**src/core/pic_pkg.sv**
```systemverilog
// Package for the prioritized interrupt controller
`default_nettype none
package pic_pkg;
  localparam int PIC_NUM_SLOTS = 40;
  localparam int PIC_SLOT_SWI = 1;
  localparam int PIC_SLOT_WDT = 2;
  localparam int PIC_SLOT_EXT0 = 3;
  localparam int PIC_SLOT_FIRST = 2;
  localparam logic [39:0] PIC_RESERVED_MASK = 40'h00_0000_4093;
  localparam logic [39:0] PIC_NMI_MASK = 40'h00_0000_0006;
  localparam logic [19:0] PIC_VEC_SWI = 20'hffff8;
  localparam logic [19:0] PIC_VEC_LOW_BASE = 20'hffffc;
  localparam logic [19:0] PIC_VEC_HIGH_BASE = 20'hfff3c;
  localparam int PIC_HIGH_FIRST = 32;
  localparam logic [11:0] PIC_ADDR_LATCH_LO = 12'h000;
  localparam logic [11:0] PIC_ADDR_LATCH_HI = 12'h004;
  localparam logic [11:0] PIC_ADDR_ENABLE_LO = 12'h008;
  localparam logic [11:0] PIC_ADDR_ENABLE_HI = 12'h00c;
  localparam logic [11:0] PIC_ADDR_CONTROL = 12'h010;
  localparam logic [11:0] PIC_ADDR_VECTOR = 12'h014;
  localparam int PIC_CTL_MIE_BIT = 0;
  localparam int PIC_CTL_EXT0EN_BIT = 1;
  localparam int PIC_CTL_WDSEL_BIT = 2;
  localparam logic PIC_WDSEL_RESET = 1'b1;
  localparam logic [2:0] PIC_CTL_RESET = 3'h4;

  typedef struct packed {
    logic sel;
    logic enable;
    logic write;
    logic [11:0] addr;
    logic [31:0] wdata;
  } pic_apb_req_s;

  typedef struct packed {
    logic valid;
    logic [5:0] slot;
    logic [19:0] vector;
  } pic_grant_s;

  function automatic logic [19:0] pic_vector_of(input logic [5:0] slot);
    logic [19:0] v;
    v = 20'h00000;
    if (slot >= 6'(PIC_HIGH_FIRST)) begin
      v = PIC_VEC_HIGH_BASE - {12'h000, 6'(slot - 6'(PIC_HIGH_FIRST)), 2'b00};
    end else begin
      v = PIC_VEC_LOW_BASE - {12'h000, slot, 2'b00};
    end
    return v;
  endfunction
endpackage
`default_nettype wire

```
**src/core/pic_arbiter.sv**
```systemverilog
// Fixed-priority pick of the lowest pending slot number
`default_nettype none
module pic_arbiter
  import pic_pkg::*;
#(
  parameter int N = 40
) (
  input wire logic [N-1:0] eligible,
  output pic_grant_s grant
);
  always_comb begin
    grant = '0;
    for (int i = N - 1; i >= 0; i--) begin
      if (eligible[i]) begin
        grant.valid = 1'b1;
        grant.slot = 6'(i);
        grant.vector = pic_vector_of(6'(i));
      end
    end
  end
endmodule
`default_nettype wire

```
**src/core/pic_apb_slave.sv**
```systemverilog
// APB slave decode and handshake for the controller registers
`default_nettype none
module pic_apb_slave
  import pic_pkg::*;
(
  input wire logic clock,
  input wire logic reset,
  input wire logic psel,
  input wire logic penable,
  input wire logic pwrite,
  input wire logic [11:0] paddr,
  input wire logic [31:0] pwdata,
  input wire logic [31:0] rdata_mux,
  output logic pready,
  output logic pslverr,
  output logic [31:0] prdata,
  output logic wr_strobe,
  output logic [11:0] wr_addr,
  output logic [31:0] wr_data
);
  logic mapped;
  assign mapped = (paddr <= PIC_ADDR_VECTOR) && (paddr[1:0] == 2'b00);
  assign wr_strobe = psel && penable && pready && pwrite && mapped;
  assign wr_addr = paddr;
  assign wr_data = pwdata;

  // Every access answers one cycle after setup
  always_ff @(posedge clock) begin
    if (reset) begin
      pready <= 1'b0;
      pslverr <= 1'b0;
      prdata <= 32'h0000_0000;
    end else begin
      pready <= psel && !penable;
      pslverr <= psel && !penable && !mapped;
      prdata <= (psel && !penable && !pwrite && mapped) ? rdata_mux : 32'h0000_0000;
    end
  end
endmodule
`default_nettype wire

```
**src/core/pic_top.sv**
```systemverilog
// Prioritized interrupt controller with APB registers and CPU vector port
//
// Behaviour
// - Thirty-six sources, nestable by priority
// - Trap and watchdog unmaskable; trap unlatched
// - Request pulse sets own latch
// - Maskable needs master and own enable
// - Lowest pending slot number wins
// - Unmaskable sources taken in slot order, trap first
// - Watchdog latch 2, vector ffff4, unmaskable
// - Ext0 also needs its pin enable
// - Slots 4..31 vectors step four
// - Time base at slot 6
// - Motor channel pairs slots 8..25
// - External 5, 2, 4 at 15,29,31
// - Counters at 26..28 and 35..37
// - Slots 32..39 vectors from fff3c
// - Watchdog routes to reset until cleared
// - Acceptance clears the source latch
// - Acceptance stacks and clears master enable
// - Return instruction sets master enable
// - Latches readable, write zero clears
//
// The implementer's own choices: the APB interface to the registers and the address map.
`default_nettype none
module pic_top
  import pic_pkg::*;
(
  input wire logic clock,
  input wire logic reset,
  input wire logic psel,
  input wire logic penable,
  input wire logic pwrite,
  input wire logic [11:0] paddr,
  input wire logic [31:0] pwdata,
  output logic [31:0] prdata,
  output logic pready,
  output logic pslverr,
  input wire logic [39:0] source_request,
  input wire logic software_trap_request,
  input wire logic watchdog_request,
  input wire logic maskable_return_instr,
  input wire logic vector_ack,
  output logic irq_valid,
  output logic [19:0] irq_vector,
  output logic [5:0] irq_slot,
  output logic stacked_master_enable,
  output logic watchdog_reset_request
);
  logic [39:0] request_latch_r;
  logic [39:0] source_enable_flag_r;
  logic master_irq_enable_r;
  logic ext0_pin_enable_r;
  logic watchdog_output_select_r;
  logic trap_pending_r;
  logic busy_r;
  logic [39:0] set_vec;
  logic [39:0] eligible;
  logic [39:0] maskable_ok;
  logic [39:0] clear_by_sw;
  logic [39:0] clear_by_accept;
  logic [31:0] rdata_mux;
  logic wr_strobe;
  logic [11:0] wr_addr;
  logic [31:0] wr_data;
  logic accept;
  logic [5:0] win_slot;
  logic [19:0] win_vector;
  pic_grant_s grant;

  // Register write hit on one address
  function automatic logic reg_hit(input logic s, input logic [11:0] a, input logic [11:0] w);
    return s && (a == w);
  endfunction

  pic_apb_slave u_apb (
    .clock(clock),
    .reset(reset),
    .psel(psel),
    .penable(penable),
    .pwrite(pwrite),
    .paddr(paddr),
    .pwdata(pwdata),
    .rdata_mux(rdata_mux),
    .pready(pready),
    .pslverr(pslverr),
    .prdata(prdata),
    .wr_strobe(wr_strobe),
    .wr_addr(wr_addr),
    .wr_data(wr_data)
  );

  always_comb begin
    set_vec = source_request & ~PIC_RESERVED_MASK & ~PIC_NMI_MASK;
    set_vec[PIC_SLOT_WDT] = watchdog_request && !watchdog_output_select_r;
  end

  always_comb begin
    clear_by_sw = '0;
    if (reg_hit(wr_strobe, wr_addr, PIC_ADDR_LATCH_LO)) begin
      clear_by_sw[31:0] = ~wr_data;
    end
    if (reg_hit(wr_strobe, wr_addr, PIC_ADDR_LATCH_HI)) begin
      clear_by_sw[39:32] = ~wr_data[7:0];
    end
  end

  always_comb begin
    clear_by_accept = '0;
    if (accept && grant.slot >= 6'(PIC_SLOT_FIRST)) begin
      clear_by_accept[grant.slot] = 1'b1;
    end
  end

  // Request set wins over any clear in the same cycle
  always_ff @(posedge clock) begin
    if (reset) begin
      request_latch_r <= '0;
    end else begin
      request_latch_r <= ((request_latch_r & ~clear_by_sw & ~clear_by_accept) | set_vec)
                         & ~PIC_RESERVED_MASK & ~40'h1;
    end
  end

  always_ff @(posedge clock) begin
    if (reset) begin
      source_enable_flag_r <= '0;
    end else if (reg_hit(wr_strobe, wr_addr, PIC_ADDR_ENABLE_LO)) begin
      source_enable_flag_r[31:0] <= wr_data & ~PIC_RESERVED_MASK[31:0];
    end else if (reg_hit(wr_strobe, wr_addr, PIC_ADDR_ENABLE_HI)) begin
      source_enable_flag_r[39:32] <= wr_data[7:0];
    end
  end

  always_ff @(posedge clock) begin
    if (reset) begin
      ext0_pin_enable_r <= PIC_CTL_RESET[PIC_CTL_EXT0EN_BIT];
      watchdog_output_select_r <= PIC_CTL_RESET[PIC_CTL_WDSEL_BIT];
    end else if (reg_hit(wr_strobe, wr_addr, PIC_ADDR_CONTROL)) begin
      ext0_pin_enable_r <= wr_data[PIC_CTL_EXT0EN_BIT];
      watchdog_output_select_r <= wr_data[PIC_CTL_WDSEL_BIT];
    end
  end

  always_ff @(posedge clock) begin
    if (reset) begin
      master_irq_enable_r <= PIC_CTL_RESET[PIC_CTL_MIE_BIT];
    end else if (accept) begin
      master_irq_enable_r <= 1'b0;
    end else if (maskable_return_instr) begin
      master_irq_enable_r <= 1'b1;
    end else if (reg_hit(wr_strobe, wr_addr, PIC_ADDR_CONTROL)) begin
      master_irq_enable_r <= wr_data[PIC_CTL_MIE_BIT];
    end
  end

  // software trap has no latch, held here only
  always_ff @(posedge clock) begin
    if (reset) begin
      trap_pending_r <= 1'b0;
    end else if (software_trap_request) begin
      trap_pending_r <= 1'b1;
    end else if (accept && grant.slot == 6'(PIC_SLOT_SWI)) begin
      trap_pending_r <= 1'b0;
    end
  end

  always_comb begin
    maskable_ok = source_enable_flag_r & {40{master_irq_enable_r}} & ~PIC_RESERVED_MASK;
    maskable_ok[PIC_SLOT_EXT0] = maskable_ok[PIC_SLOT_EXT0] && ext0_pin_enable_r;
  end

  always_comb begin
    eligible = request_latch_r & (maskable_ok | PIC_NMI_MASK);
    eligible[PIC_SLOT_SWI] = trap_pending_r;
  end

  // unmaskable pair taken in slot order only
  pic_arbiter #(
    .N(PIC_NUM_SLOTS)
  ) u_arb (
    .eligible(eligible),
    .grant(grant)
  );

  assign accept = grant.valid && !busy_r;
  assign win_slot = grant.slot;
  assign win_vector = grant.vector;

  always_ff @(posedge clock) begin
    if (reset) begin
      busy_r <= 1'b0;
      irq_valid <= 1'b0;
      irq_vector <= 20'h00000;
      irq_slot <= 6'h00;
      stacked_master_enable <= 1'b0;
    end else if (accept) begin
      busy_r <= 1'b1;
      irq_valid <= 1'b1;
      irq_vector <= win_vector;
      irq_slot <= win_slot;
      stacked_master_enable <= master_irq_enable_r;
    end else if (busy_r && vector_ack) begin
      busy_r <= 1'b0;
      irq_valid <= 1'b0;
    end
  end

  // overflow routed to reset while select set
  always_ff @(posedge clock) begin
    if (reset) begin
      watchdog_reset_request <= 1'b0;
    end else begin
      watchdog_reset_request <= watchdog_request && watchdog_output_select_r;
    end
  end

  always_comb begin
    rdata_mux = 32'h0000_0000;
    case (paddr)
      PIC_ADDR_LATCH_LO: rdata_mux = request_latch_r[31:0];
      PIC_ADDR_LATCH_HI: rdata_mux = {24'h000000, request_latch_r[39:32]};
      PIC_ADDR_ENABLE_LO: rdata_mux = source_enable_flag_r[31:0];
      PIC_ADDR_ENABLE_HI: rdata_mux = {24'h000000, source_enable_flag_r[39:32]};
      PIC_ADDR_CONTROL: begin
        rdata_mux = {29'h0, watchdog_output_select_r, ext0_pin_enable_r, master_irq_enable_r};
      end
      PIC_ADDR_VECTOR: rdata_mux = {5'h00, irq_valid, irq_slot, irq_vector};
      default: rdata_mux = 32'h0000_0000;
    endcase
  end
endmodule
`default_nettype wire

```
**config.mk**
```make
export PLATFORM = sky130hd
export DESIGN_NAME = pic_top
export DESIGN_NICKNAME = d
export VERILOG_FILES = /design/src/core/pic_pkg.sv /design/src/core/pic_arbiter.sv /design/src/core/pic_apb_slave.sv /design/src/core/pic_top.sv
export SDC_FILE = /design/constraint.sdc
export NUM_CORES = 1
export LEC_CHECK = 0
export BUFFER_PORTS_ARGS = -buffer_cell sky130_fd_sc_hd__buf_2
export CORE_ASPECT_RATIO = 1.25
export CORE_UTILIZATION = 28
export CTS_BUF_LIST = sky130_fd_sc_hd__clkbuf_4 sky130_fd_sc_hd__clkbuf_8
export DETAILED_ROUTE_END_ITERATION = 16
export PLACE_DENSITY = 0.49
export SLEW_MARGIN = 20
export SYNTH_ARGS = -nofsm -noshare
export SYNTH_HDL_FRONTEND = slang
export SYNTH_SLANG_ARGS = --single-unit
```
**constraint.sdc**
```tcl
create_clock -name clock -period 2.7 [get_ports clock]
set_input_delay 0.135 -clock clock [delete_from_list [all_inputs] [get_ports clock]]
set_output_delay 0.135 -clock clock [all_outputs]
set_load 0.005 [all_outputs]
```
* After elaboration in Yosys (flattened, before gate mapping) *
Index checks and enable logic that the tools add are counted.

storage, ports and cells
  register bits = 142
  bits of input ports = 93
  output and inout port bits = 63
  word-level logic and storage cells = 124

operators by class
  order comparisons = 4
  eq/ne operators = 6
  muxes and demuxes = 52
  bitwise logic cells = 11
  reduce and logical (&&, ||, !) cells = 35

operator list
  cell                                                   count
  2-to-1 mux 27 bit                                      40
  case mux 32 bit (6 select lines)                       1
  AND 40 bit                                             4
  NOT 40 bit                                             2
  2-to-1 mux 40 bit                                      1
  OR 40 bit                                              1
  2-to-1 mux 32 bit                                      1
  NOT 32 bit                                             1
  == test 12 x 4 -> 1 bit (second input constant)        2
  == test 12 x 5 -> 1 bit (second input constant)        2
  logical AND 1 bit                                      22
  == test 12 x 3 -> 1 bit (second input constant)        1
  <= comparator 12 x 5 -> 1 bit (second input constant)  1
  logical NOT 12 bit                                     1
  2-to-1 mux 8 bit                                       1
  NOT 8 bit                                              1
  < comparator 6 x 7 -> 1 bit (second input constant)    1
  2-to-1 mux 1 bit                                       7
  demux 1 bit (select 6 bit)                             1
  == test 6 x 1 -> 1 bit (second input constant)         1
  >= comparator 6 x 1 -> 1 bit (second input constant)   1
  >= comparator 6 x 2 -> 1 bit (second input constant)   1
  nonzero test 2 bit                                     3
  logical NOT 1 bit                                      5
  other kinds (4)                                        6

* Logic depth before layout (Yosys ltp) *
  depth after elaboration = 51
  gate-level depth with buffers = 10
  depth with buffers taken out = 8

* Modules after synthesis *
Synthesis repeated with hierarchy kept, for this count alone.

unflattened totals
  cells, all modules = 889
  area total of the unflattened synthesis = 7168.1 um2

by module, submodules not included
  module         times used  cells an instance  area an instance (um2)  seq. area each (um2)
  pic_top        1           645                5143.7                  2062.0
  pic_apb_slave  1           123                1323.8                  680.7
  pic_arbiter    1           121                700.7                   0.0

* Worst setup path before layout *
No wires, ideal clock.

  kind = reg-to-reg
  from = register request_latch_r[10]
  to = register request_latch_r[39]
  library setup time = 0.125 ns
  data arrival time = 2.040 ns
  data required time = 2.575 ns
  setup slack = 0.535 ns
  cell stages (with the launch flop) = 10
  buffers on the path = 1
  clock period less this slack = 2.165 ns
  path through = dfxtp_1 and2_0 a221o_1 and4bb_1 o211ai_1 a21oi_2 and2_1 buf_4 nor2_1 o41a_1

between the ends
  word-level cells in the longest chain between the ends = 20
  elaborated cells between the ends (all ways) = 24
  classes of those cells = order compare (3); mux (14); bitwise (4); reduce/logical (3)

RTL lines
  element                                                                                            RTL line           text
  start, declared                                                                                    pic_top.sv:50      logic [39:0] request_latch_r;
  start signal, assigned                                                                             pic_top.sv:120     request_latch_r <= ((request_latch_r & ~clear_by_sw & ~clear_by_accept) | set_vec)
  AND 40 bit (*)                                                                                     pic_top.sv:174     eligible = request_latch_r & (maskable_ok | PIC_NMI_MASK);
  2-to-1 mux 27 bit (*) (11 in a row)                                                                pic_arbiter.sv:14  if (eligible[i]) begin
  < comparator 6 x 7 -> 1 bit (not written as such) or >= comparator 6 x 1 -> 1 bit (tied branches)  pic_top.sv:111     clear_by_accept[grant.slot] = 1'b1;
  logical AND 1 bit (not written as such)                                                            pic_top.sv:111
  2-to-1 mux 1 bit (not written as such)                                                             pic_top.sv:111
  demux 1 bit (select 6 bit)                                                                         pic_top.sv:111
  2-to-1 mux 40 bit (*)                                                                              pic_top.sv:110     if (accept && grant.slot >= 6'(PIC_SLOT_FIRST)) begin
  NOT 40 bit (*)                                                                                     pic_top.sv:120
  AND 40 bit (*)                                                                                     pic_top.sv:120
  OR 40 bit (*)                                                                                      pic_top.sv:120

Mark *: on every way between the ends. The rest lies on a longest branch, timed or not.
A chain may end at the register's enable or synchronous reset.

* Worst setup path after layout *
  from = register request_latch_r[9]
  to = register request_latch_r[27]

between the ends
  word-level cells in the longest chain between the ends = 19
  elaborated cells between the ends (all ways) = 23
  classes of those cells = order compare (3); mux (13); bitwise (4); reduce/logical (3)

RTL lines
  element                                                                                            RTL line
  AND 40 bit (*)                                                                                     pic_top.sv:174
  2-to-1 mux 27 bit (*) (10 in a row)                                                                pic_arbiter.sv:14
  < comparator 6 x 7 -> 1 bit (not written as such) or >= comparator 6 x 1 -> 1 bit (tied branches)  pic_top.sv:111
  logical AND 1 bit (not written as such)                                                            pic_top.sv:111
  2-to-1 mux 1 bit (not written as such)                                                             pic_top.sv:111
  demux 1 bit (select 6 bit)                                                                         pic_top.sv:111
  2-to-1 mux 40 bit (*)                                                                              pic_top.sv:110
  NOT 40 bit (*)                                                                                     pic_top.sv:120
  AND 40 bit (*)                                                                                     pic_top.sv:120
  OR 40 bit (*)                                                                                      pic_top.sv:120

Marked as above.

==> key figures <==
Outcome
  • Outcome: complete, no violations

Final layout
  • Post-layout nets: 1089
  • Layout fillers: 2118
  • Share of cells above drive strength 1: 29.0%
  • Layout Utilization: 42.3%
  • Layout area overhead: 46.5%
  • Antenna Cells: 0

Detailed routing
  • DRC errors left: 0
  • Final antenna-violating net count: 0
  • Met3 wire length: 1190 um
  • DRT met1 WL: 10500 um
  • Vias: 6695
  • Routed WL: 24700 um
  • Via density: 5.23
  • DR WL/cell: 19.3 um
  • Iteration-0 DRC count of the detailed router: 563
  • DR top layer: met4
  • Wire length on met2: 12100 um
  • Drt pass-1 iters: 7

Global route
  • Congestion Overflow GR: 0
  • Initial antenna violation count: 0
  • Vias in the first global route: 6413
  • Largest net degree at the start of global routing: 83
  • First-pass GRT wire length: 37300 um
  • Total GRT Usage: 23.0%

STA
  • Layout Skew: 0.0110 ns
  • Final WS setup: 0.122 ns
  • Post-route setup TNS: 0 ns
  • Minimum clock period after layout: 2.58 ns
  • Peak Freq: 388 MHz
  • Crit share post-route: 95.5%
  • Hold Worst Slack: 0.0880 ns
  • Unrepaired setup endpoints after global routing: false
  • Final setup viols: 0
  • Rel. slew slack: 36.5%
  • Final hold viol count: 0
  • Slew @ Worst Pin: 0.953 ns
  • Final Max Tran Viols: 0

Power
  • Worst VDD drop: 0.259 mV
  • Post-route total power: 4.36 mW
  • Pwr Density: 506 nW/um^2
  • LEAKAGE: 3.56 nW

Logic synthesis
  • Dominant cells by area after synthesis: dfxtp_1 42%, nand2_1 6.8%, a21oi_1 6.2%, nor2_1 4.7%, a221oi_1 4.5%
  • Synth top area share: 42.2%
  • Async S/R FF share, synth: 0%
  • Post-synthesis cell type count: 69
  • Most common cell in the netlist: dfxtp_1
  • Register area share after synthesis: 42.2%
  • YS warnings: 0
  • Commonest cells post-synth: 124 x dfxtp_1, 107 x nand2_1, 74 x nor2_1
  • Prevailing post-synth register cell: dfxtp_1
  • Syn Area/Cell: 8.17 um^2
  • Syn Inst Count: 720
  • Synth area leader: dfxtp_1
  • Number of synthesized flops with an enable pin: 0
  • Mapped Area: 5880 um^2
  • FF+latch count, synth: 124

Worst setup path
  • Crit path capture type: flip-flop
  • Worst reg2reg path depth: 9
  • CP required: 3.04 ns
  • CP startpoint: request_latch_r[9]
  • Setup CP Type: reg2reg
  • Worst reg2reg startpoint: request_latch_r[9]
  • CP endpoint: request_latch_r[27]
  • R2r setup slk: 0.12 ns
  • Startpoint types: flip-flop
  • Reg-to-reg endpoint: request_latch_r[27]
  • Crit path DAT: 2.92 ns
  • Crit-path max FO: 9

Floorplanning
  • Starting Density: 28.9%
  • Die area: 21600 um^2
  • Core area: 20400 um^2
  • Site Rows: 58
  • Chip Height: 164 um
  • Ports: 156
  • Die X: 132 um

Hold path
  • HP Class: in2reg
  • Hold path depth: 4
  • Hold Path Origin: paddr[5]

Place
  • PortBufs: 146
  • Post-Place Worst Slack: -0.128 ns
  • Gpl congestion: 0.962
  • Detailed Place HPWL: 18200 um

Clock network
  • Clock sinks: 124
  • Clock tree from TritonCTS: done
  • Level count of the clock H-tree: 4
  • Root buffer cell: clkbuf_8
  • Inserted Clock Buffers: 17
  • Max clock buf depth: 2
  • Worst skew pair latency: 0.45 ns
  • Clock transition at the registers of the reported paths: 0.08 ns

Run
  • Max cap viols: 0
what timing repair did:
action / in CTS / in global routing
pin swaps: 0 / 2
setup buffers: 0 / 2
resized for setup: 3 / 8
hold buffers: 71 / 0
endpoints found under the hold margin: 78 / 0
setup endpoints to repair: 12 / 25
worst min path at each step:
stage                               end  slack, ns
after detailed placement   u_apb.pready       0.34
final                     u_apb.pslverr       0.09
after global placement     u_apb.pready       0.34
after CTS                 u_apb.pslverr       0.07
after floorplan            u_apb.pready       0.23
after global routing      u_apb.pslverr       0.10
flip-flops by register name, summed over array words and instances, names as in the netlist:
register and cells:
irq_vector 7, source_enable_flag_r 35, watchdog_reset_request 1, watchdog_output_select_r 1, master_irq_enable_r 1, u_apb.pslverr 1
u_apb.pready 1, request_latch_r 35, u_apb.prdata 32, irq_slot 6, ext0_pin_enable_r 1, stacked_master_enable 1
busy_r 1, trap_pending_r 1
metal layers:
metal / global-route usage (%) / vias to the layer above
met1: 28.6 / 3193
met3: 3.27 / 51
met5: 0 / -
li1: - / 3191
met4: 10.8 / 0
met2: 39.1 / 260
final cells by class:
class	count	area (um^2)	area share [%]
tap	270	338	3.92
inverter	32	120	1.39
clock inverter	10	185	2.15
clock buffer	22	297	3.44
sequential	124	2480	28.8
multi-input combinational	513	3050	35.4
timing repair buffer	308	2150	24.9
critical path: stages, from the launching register on:
cell and delay, ns:
dfxtp_1 0.42, nand2_1 0.11, a221o_1 0.36, and4bb_1 0.31, o211ai_1 0.11, a21oi_2 0.17
and2_1 0.22, buf_4 0.23, nand2_1 0.16, o311a_1 0.36
cells in the final DEF, fill, tap and decap left out, types with 4 or more instances in the layout:
master	n
dlygate4sd3_1	71
a222oi_1	12
clkbuf_8	21
a22oi_1	17
nand2_1	107
o221ai_1	7
buf_2	146
a31oi_1	6
nor3_1	11
a22o_1	11
a311oi_1	5
o21ai_0	28
nor2_1	73
dfxtp_1	124
a21oi_1	73
o211ai_1	9
buf_4	89
mux2i_1	5
inv_1	30
a21o_1	4
nand3_1	14
nand2b_1	4
bufinv_16	5
and2_1	11
a221oi_1	30
clkinvlp_4	4
o21a_1	9
nor4_1	5
where the power goes:
part / switching [mW] / internal (mW) / total [mW]
clock: 0.785 / 1.21 / 1.99
combinational: 0.207 / 0.225 / 0.432
sequential: 0.0581 / 1.88 / 1.94
metrics by stage:
stage               instances  instance area, um^2
global placement         1174                 7370
CTS                      1277                 8570
floorplan                 721                 5890
global route             1279                 8620
detailed placement       1174                 7370
finish                   1279                 8620
logic make-up (layout without fill, tap and decap cells):
group	after synthesis	after routing	share of synthesized area, %
buf+inv	84	372	6.87
other cells	1	2	0.0637
mux	5	5	0.851
flops	124	124	42.2
simple gates	259	259	20.7
compound gates	247	247	29.4
(Power assumes the default switching activity.)
